==> src/core/tirs_defs.vh <==
// Constants of the temperature result and status formatter.
// Included by every design file of this block; definitions only.
`ifndef TIRS_DEFS_VH
`define TIRS_DEFS_VH

// Channel count and field widths
`define TIRS_NCH          4
`define TIRS_WORD_W       16
`define TIRS_FLOAT_W      24
`define TIRS_STAT_W       8

// Channel type codes
`define TIRS_TYPE_TC      2'h0
`define TIRS_TYPE_VOLT    2'h1
`define TIRS_TYPE_RTD     2'h2
`define TIRS_TYPE_THERM   2'h3

// Status field positions inside one channel pair
`define TIRS_POS_RANGE    0
`define TIRS_POS_BURN     1

// Saturation limits of the integer result word
`define TIRS_WORD_MAX     16'h7FFF
`define TIRS_WORD_MIN     16'h8000

// Reset values
`define TIRS_STAT_RST     8'h00
`define TIRS_WORD_RST     16'h0000
`define TIRS_FLOAT_RST    24'h000000

// Status byte index after four channel words (first free byte)
`define TIRS_STAT_INDEX   8'h08

`endif

==> src/core/tirs_round.v <==
// Rounds a fixed-point reading (4 fraction bits) to a whole count and
// saturates it into a signed 16-bit word. Pure combinational logic.
`timescale 1ns/10ps
`default_nettype none
`include "tirs_defs.vh"

module tirs_round (
    // Reading, signed, 4 fraction bits
    input  wire [31:0] value_in,
    // Rounded and saturated word
    output reg  [15:0] word_out
);

    reg [31:0] rounded;

    // Round half away from zero, then clamp
    always @* begin
        if (value_in[31])
            rounded = $signed(value_in + 32'h00000007) >>> 4;
        else
            rounded = $signed(value_in + 32'h00000008) >>> 4;
        if ($signed(rounded) > $signed({16'h0000, `TIRS_WORD_MAX}))
            word_out = `TIRS_WORD_MAX;
        else if ($signed(rounded) < $signed({16'hFFFF, `TIRS_WORD_MIN}))
            word_out = `TIRS_WORD_MIN;
        else
            word_out = rounded[15:0];
    end

endmodule
`default_nettype wire

==> src/core/tirs_float.v <==
// Converts a signed fixed-point reading (4 fraction bits) into a 24-bit
// float: sign, 7-bit exponent (bias 63), 16-bit mantissa with hidden one.
`timescale 1ns/10ps
`default_nettype none
`include "tirs_defs.vh"

module tirs_float (
    // Reading, signed, 4 fraction bits
    input  wire [31:0] value_in,
    // 24-bit floating value
    output reg  [23:0] float_out
);

    reg [31:0] mag;
    reg [31:0] norm;
    reg [5:0]  lead;
    reg [6:0]  expo;
    integer    i;

    // Find leading one, normalise, build fields
    always @* begin
        mag  = value_in[31] ? (32'h00000000 - value_in) : value_in;
        lead = 6'h00;
        for (i = 0; i < 32; i = i + 1) begin
            if (mag[i])
                lead = i[5:0];
        end
        norm = mag << (6'h1F - lead);
        expo = 7'h3F + {1'b0, lead} - 7'h04;
        if (mag == 32'h00000000)
            float_out = `TIRS_FLOAT_RST;
        else
            float_out = {value_in[31], expo, norm[30:15]};
    end

endmodule
`default_nettype wire

==> src/core/tirs_result_status.v <==
// Result formatter and fault status for a four-channel temperature input.
// Assumes the converter hands one finished reading per strobe, already
// linearised in the selected scale, with its range and open-loop flags.
`timescale 1ns/10ps
`default_nettype none
`include "tirs_defs.vh"

// Overview of operation
// - Temperature channels report whole degrees in the word.
// - The temperature is rounded to a whole count before storing it.
// - Each channel also gets a 24-bit floating copy of its reading.
// - Voltage channels report signed raw counts from -32768 to 32767.
// - The word saturates at 32767 while the float keeps the full value.
// - The status byte sits in the first free byte after the words.
// - Each channel owns a flag pair, range low and burnout high, ch1 LSB.
// - Out-of-range follows whether the input is outside its range.
// - Burnout is set while the loop is open and detection is enabled.
// - Only enabled channels are converted and reported.
// - Type and range are chosen per channel independently.
// - A module-wide select picks Fahrenheit or Celsius.
module tirs_result_status (
    // Clock and reset
    input  wire        ref_clk,
    input  wire        rst_n,
    // Configuration from the host
    input  wire [3:0]  chan_enable,
    input  wire [7:0]  chan_type,
    input  wire [15:0] chan_range,
    input  wire        scale_fahrenheit,
    input  wire        burnout_enable,
    input  wire        mains_select,
    // Reading from the converter
    input  wire        conv_valid,
    input  wire [1:0]  conv_chan,
    input  wire [31:0] conv_value,
    input  wire        conv_out_of_range,
    input  wire        conv_loop_open,
    // Requests to the converter
    output wire [3:0]  conv_chan_enable,
    output wire [7:0]  conv_chan_type,
    output wire [15:0] conv_chan_range,
    output wire        conv_scale_fahrenheit,
    output wire        conv_mains_select,
    // Results to the host
    output reg  [63:0] integer_result_word,
    output reg  [95:0] float_result_value,
    output reg  [7:0]  channel_fault_status,
    output wire [7:0]  status_byte_index,
    output reg         result_update
);

    // Reset synchroniser stages
    reg         rst_meta;
    reg         rst_sync;

    // Converted forms of the current reading
    wire [15:0] word_rounded;
    wire [23:0] float_value;
    reg  [15:0] word_raw;
    reg  [15:0] next_word;

    // Raw counts beyond the signed word span
    reg         raw_above;
    reg         raw_below;

    // Acceptance and channel decode
    wire        take;
    wire [3:0]  chan_onehot;
    wire [3:0]  chan_hit;
    wire [3:0]  chan_is_volt;
    wire        sel_is_volt;

    // Flag pair of the current reading
    wire        next_range;
    wire        next_burn;

    // Next contents of the result registers
    wire [63:0] next_word_bank;
    wire [95:0] next_float_bank;
    wire [7:0]  next_status;
    wire        next_update;

    // Channel loop index
    genvar      g;

    // Reset release through two flops
    always @(posedge ref_clk or negedge rst_n) begin
        if (!rst_n) begin
            rst_meta <= 1'b0;
            rst_sync <= 1'b0;
        end else begin
            rst_meta <= 1'b1;
            rst_sync <= rst_meta;
        end
    end

    assign conv_chan_type        = chan_type;
    assign conv_chan_range       = chan_range;
    assign conv_scale_fahrenheit = scale_fahrenheit;
    assign conv_mains_select     = mains_select;
    assign conv_chan_enable      = chan_enable;

    assign status_byte_index = `TIRS_STAT_INDEX;

    tirs_round u_round (
        .value_in (conv_value),
        .word_out (word_rounded)
    );

    tirs_float u_float (
        .value_in  (conv_value),
        .float_out (float_value)
    );

    assign take        = conv_valid && chan_enable[conv_chan];
    assign chan_onehot = 4'h1 << conv_chan;
    assign chan_hit    = take ? chan_onehot : 4'h0;
    assign next_update = take;

    generate
        for (g = 0; g < `TIRS_NCH; g = g + 1) begin : g_type
            assign chan_is_volt[g] =
                (chan_type[g*2 +: 2] == `TIRS_TYPE_VOLT);
        end
    endgenerate

    // Type of the channel being read
    assign sel_is_volt = chan_is_volt[conv_chan];

    // detect raw counts outside the word span
    always @* begin
        raw_above = 1'b0;
        raw_below = 1'b0;
        if (conv_value[31]) begin
            if ($signed(conv_value) < $signed({16'hFFFF, `TIRS_WORD_MIN}))
                raw_below = 1'b1;
        end else begin
            if (conv_value > {16'h0000, `TIRS_WORD_MAX})
                raw_above = 1'b1;
        end
    end

    // raw counts saturate at the word limits
    always @* begin
        if (raw_above)
            word_raw = `TIRS_WORD_MAX;
        else if (raw_below)
            word_raw = `TIRS_WORD_MIN;
        else
            word_raw = conv_value[15:0];
    end

    always @* begin
        if (sel_is_volt)
            next_word = word_raw;
        else
            next_word = word_rounded;
    end

    assign next_range = conv_out_of_range;
    assign next_burn  = burnout_enable & conv_loop_open;

    // slots of one channel switch on the same hit
    generate
        for (g = 0; g < `TIRS_NCH; g = g + 1) begin : g_slot
            // Slot contents chosen for the next edge
            reg [15:0] slot_word;
            reg [23:0] slot_float;
            reg        slot_range;
            reg        slot_burn;

            always @* begin
                if (chan_hit[g])
                    slot_word = next_word;
                else
                    slot_word = integer_result_word[g*16 +: 16];
            end

            always @* begin
                if (chan_hit[g])
                    slot_float = float_value;
                else
                    slot_float = float_result_value[g*24 +: 24];
            end

            always @* begin
                if (chan_hit[g])
                    slot_range = next_range;
                else
                    slot_range = channel_fault_status[g*2 +
                        `TIRS_POS_RANGE];
            end

            always @* begin
                if (chan_hit[g])
                    slot_burn = next_burn;
                else
                    slot_burn = channel_fault_status[g*2 +
                        `TIRS_POS_BURN];
            end

            // Gather this channel's slots into the banks
            assign next_word_bank[g*16 +: 16]         = slot_word;
            assign next_float_bank[g*24 +: 24]        = slot_float;
            assign next_status[g*2 + `TIRS_POS_RANGE] = slot_range;
            assign next_status[g*2 + `TIRS_POS_BURN]  = slot_burn;
        end
    endgenerate

    // word bank loads with the rest
    always @(posedge ref_clk or negedge rst_sync) begin
        if (!rst_sync)
            integer_result_word <= {4{`TIRS_WORD_RST}};
        else
            integer_result_word <= next_word_bank;
    end

    // float bank loads with the rest
    always @(posedge ref_clk or negedge rst_sync) begin
        if (!rst_sync)
            float_result_value <= {4{`TIRS_FLOAT_RST}};
        else
            float_result_value <= next_float_bank;
    end

    // status pairs load with the rest
    always @(posedge ref_clk or negedge rst_sync) begin
        if (!rst_sync)
            channel_fault_status <= `TIRS_STAT_RST;
        else
            channel_fault_status <= next_status;
    end

    // Update pulse one cycle after acceptance
    always @(posedge ref_clk or negedge rst_sync) begin
        if (!rst_sync)
            result_update <= 1'b0;
        else
            result_update <= next_update;
    end

endmodule
`default_nettype wire

==> config.mk <==
export PLATFORM = sky130hd
export DESIGN_NAME = tirs_result_status
export DESIGN_NICKNAME = d
export VERILOG_FILES = /design/src/core/tirs_round.v /design/src/core/tirs_float.v /design/src/core/tirs_result_status.v
export VERILOG_INCLUDE_DIRS = /design/src /design/src/core
export SDC_FILE = /design/constraint.sdc
export NUM_CORES = 1
export LEC_CHECK = 0
export ABC_AREA = 1
export BUFFER_PORTS_ARGS = -buffer_cell sky130_fd_sc_hd__buf_2
export CAP_MARGIN = 0
export CORE_MARGIN = 8
export CORE_UTILIZATION = 35
export DETAILED_ROUTE_END_ITERATION = 10
export PLACE_DENSITY = 0.7
export SLEW_MARGIN = 20
export SYNTH_ARGS = -nofsm -noshare
export SYNTH_HDL_FRONTEND = slang
export SYNTH_HIERARCHICAL = 1
export SYNTH_SLANG_ARGS = --single-unit
==> constraint.sdc <==
create_clock -name ref_clk -period 4.8 [get_ports ref_clk]
set_input_delay 0.48 -clock ref_clk [delete_from_list [all_inputs] [get_ports ref_clk]]
set_output_delay 0.48 -clock ref_clk [all_outputs]
set_load 0.02 [all_outputs]
==> summary.md <==
| Metric | Value |
|---|---|
| Grt ovf | `0` |
| Core Box Area | `32,200 µm²` |
| Largest net degree at the start of global routing | `170` |
| FFs w/ async S/R, synth | `1.00` |
| Clk sink count | `171` |
| Setup crit start kind | `primary input` |
| Via density per instance | `4.99` |
| Root buffer cell | `clkbuf_16` |
| Register area | `4280 µm²` |
| Layout net count | `1,898` |
| Worst Path Max Fanout | `9` |
| Later-pin clock latency in the skew report | `440 ps` |
| Area of the mapped netlist | `11,300 µm²` |
| Max Freq | `240 MHz` |
| Most frequent cells in the layout | `nand2_1, buf_2, nand3_1, dfrtp_1, inv_1` |
| Kind of critical path | `primary input to flip-flop` |
| Status | `completed` |
| Htree depth | `4` |
| Final hold slack | `356 ps` |
| Reg2reg path depth | `1` |
| Synthesis-to-layout area growth | `16.6%` |
| Leak Pwr | `7.27 nW` |
| RSZ-0062 raised after global routing | `false` |
| Critical Path Sink Type | `flip-flop` |
| ANT nets after route | `0` |
| TritonCTS Buffers | `17` |
| Multi-input gate area | `5880 µm²` |
| Clock skew | `16.6 ps` |
| Hold Crit Depth | `3` |
| Max Transition Viols Final | `0` |
| Rows | `66` |
| Placer Congestion | `0.970` |
| Ys Warns | `6` |
| Logic pwr share | `0.382` |
| Sum of net half-perimeters after detailed placement | `27.1 mm` |
| Buffers added on ports | `232` |
| Die Span Y | `196 µm` |
| CTS tree | `yes` |
| GRT Util Overall | `0.184` |
| Vias in the first global route | `10,900` |
| Synth Register Bits | `171` |
| Drt total wl | `35.8 mm` |
| Commonest non-fill, non-tap cell in the layout | `nand2_1` |
| Yosys cell types | `49` |
| EDFF count, synth | `0` |
| Pwr per Cell Area | `433 nW/µm²` |
| Post-DP Area | `12,600 µm²` |
| Layout cells sized above 1 | `0.210` |
| Avg WL per Cell | `15.9 µm` |
| Iter 0 DRT Violations | `872` |
| Die ar. | `38,400 µm²` |
| Net Sw Frac | `0.415` |
| Required time worst endpoint | `5080 ps` |
| Fin cells | `2,255` |
| Final setup vio count | `0` |
| Total power | `5.73 mW` |
| Post-CTS Setup Repair Bufs | `0` |
| Ports | `277` |
| Die X | `196 µm` |
| WP data arrival | `4450 ps` |
| Number of cells after detailed placement | `2,212` |
| Fin crit share | `0.869` |
| Switching pwr | `2.38 mW` |
| Final Instance Area | `13,200 µm²` |
| Max IR drop VDD | `234 µV` |
| DRC | `0` |
| Worst-margin pin slew | `967 ps` |
| Max Root-Sink Buffers | `2` |
| Flop pwr share | `0.369` |
| First-pass iteration count of the detailed router | `5` |
| Worst slew margin | `0.355` |
| Fin. Hold Viols | `0` |
| # fillers | `3,426` |
| Setup WS pre-CTS | `198 ps` |
| Power share of the clock group | `0.250` |
| Mapped Cells | `1,643` |
| Min-Delay Path Class | `primary input to flip-flop` |
| Synth top area cells | `dfrtp_1, nand2_1, nand3_1` |
| Routed via count | `11,200` |
| Power Internal | `3.35 mW` |
| Area leader, netlist | `dfrtp_1` |
| Syn_area_per_cell | `6.90 µm²` |
| Final Util | `0.411` |
| Setup TNS | `0 ps` |
| Initial Util | `0.352` |
| Max_cap viols | `0` |
| Clk slew on worst S/H paths | `70 ps` |
| Sequential fraction of the synthesis area | `0.377` |
| Initial antenna violation count | `11` |
| Synth top area share | `0.377` |
| First-pass GRT wire length | `57.7 mm` |
| Final WS setup | `630 ps` |
| Prevailing post-synth register cell | `dfrtp_1` |
| Fin crit period | `4170 ps` |
-- cell families (layout without fill, tap and decap cells) --
| logic type | after synthesis | after routing | synth area share |
|---|---|---|---|
| compound gates | 164 | 164 | 0.0826 |
| xor+xnor | 30 | 30 | 0.0255 |
| fa+ha+maj | 4 | 4 | 0.00441 |
| buf+inv | 245 | 432 | 0.106 |
| flops | 171 | 171 | 0.377 |
| other cells | 2 | 19 | 0.000662 |
| simple gates | 1027 | 1027 | 0.403 |
-- critical path, cell delays in order --
cell     delay, ps
buf_2          160
inv_1          130
ha_1           220
nand3_1        140
nor2_1         180
nand4_1        150
nor3_1         220
nand3_1        170
nor3_2         130
nand2_1         90
o31ai_2        260
nand2_1        140
xnor2_2        200
inv_1          130
nor4_4         420
nand2_4        170
nor2_8         210
inv_2          120
nor2_4         120
inv_2           70
nor2_4         140
a21oi_1         60
o21a_1         100
inv_1          130
o21ai_0        110
-- final timing paths --
kind / startpoint / end / slack, ps
setup / recovery: conv_value[0] / float_result_value[43]$_DFFE_PN0P_ / 630
hold / removal: conv_out_of_range / channel_fault_status[4]$_DFFE_PN0P_ / 360
setup reg to reg: rst_sync$_DFF_PN0_ / float_result_value[54]$_DFFE_PN0P_ / 3610
hold reg to reg: rst_meta$_DFF_PN0_ / rst_sync$_DFF_PN0_ / 370
max in group asynchronous: rst_sync$_DFF_PN0_ / float_result_value[54]$_DFFE_PN0P_ / 3610
min in group asynchronous: rst_n / rst_sync$_DFF_PN0_ / 380
-- metal layers --
metal  part of all wire  wire, µm  vias up  global-route usage
met2               0.47     16900      436               0.306
met4              0.022       775        2              0.0682
li1                   -         -     5570                   -
met1               0.43     15300     5180               0.229
met3              0.079      2810       58              0.0442
met5            0.00022         8        -                   0
-- synth_stat cells, types with 9 or more instances --
master	count
nand2_1	602
nand3_1	228
dfrtp_1	171
inv_1	131
nor2_1	105
o21ai_0	93
buf_4	40
buf_2	28
o21ai_1	24
xor2_1	22
clkbuf_1	16
or2_2	16
inv_2	15
a21oi_1	14
buf_6	11
nand2_2	11
o21ai_2	11
nand3b_1	9
nor2_2	9
-- timing repair --
action / in CTS / in global routing
hold buffers: 1 / 0
gates resized for setup: 0 / 0
hold endpoints to repair: 2 / 0
endpoints found under the setup margin: 0 / 0
-- state kept, by name, indices dropped and copies added, names as in the netlist --
register / count
rst_sync: 1
channel_fault_status: 8
result_update: 1
integer_result_word: 64
float_result_value: 96
rst_meta: 1
-- power groups by stage --
stage / combinational [mW] / clock, mW / sequential [mW]
after global routing: 2.42 / 1.52 / 2.15
after detailed placement: 2.20 / 0 / 2.13
after floorplan: 0.898 / 0 / 2.64
after global placement: 2.17 / 0 / 2.13
final: 2.19 / 1.43 / 2.11
after CTS: 2.21 / 1.46 / 2.11
-- layout make-up --
type / instances / share of cell area
multi-input combinational: 1234 / 0.445
sequential: 171 / 0.324
timing repair buffer: 254 / 0.102
inverter: 146 / 0.0414
tap: 408 / 0.0386
clock buffer: 19 / 0.0335
clock inverter: 13 / 0.0132
antenna: 10 / 0.00189
(Power assumes the default switching activity.)
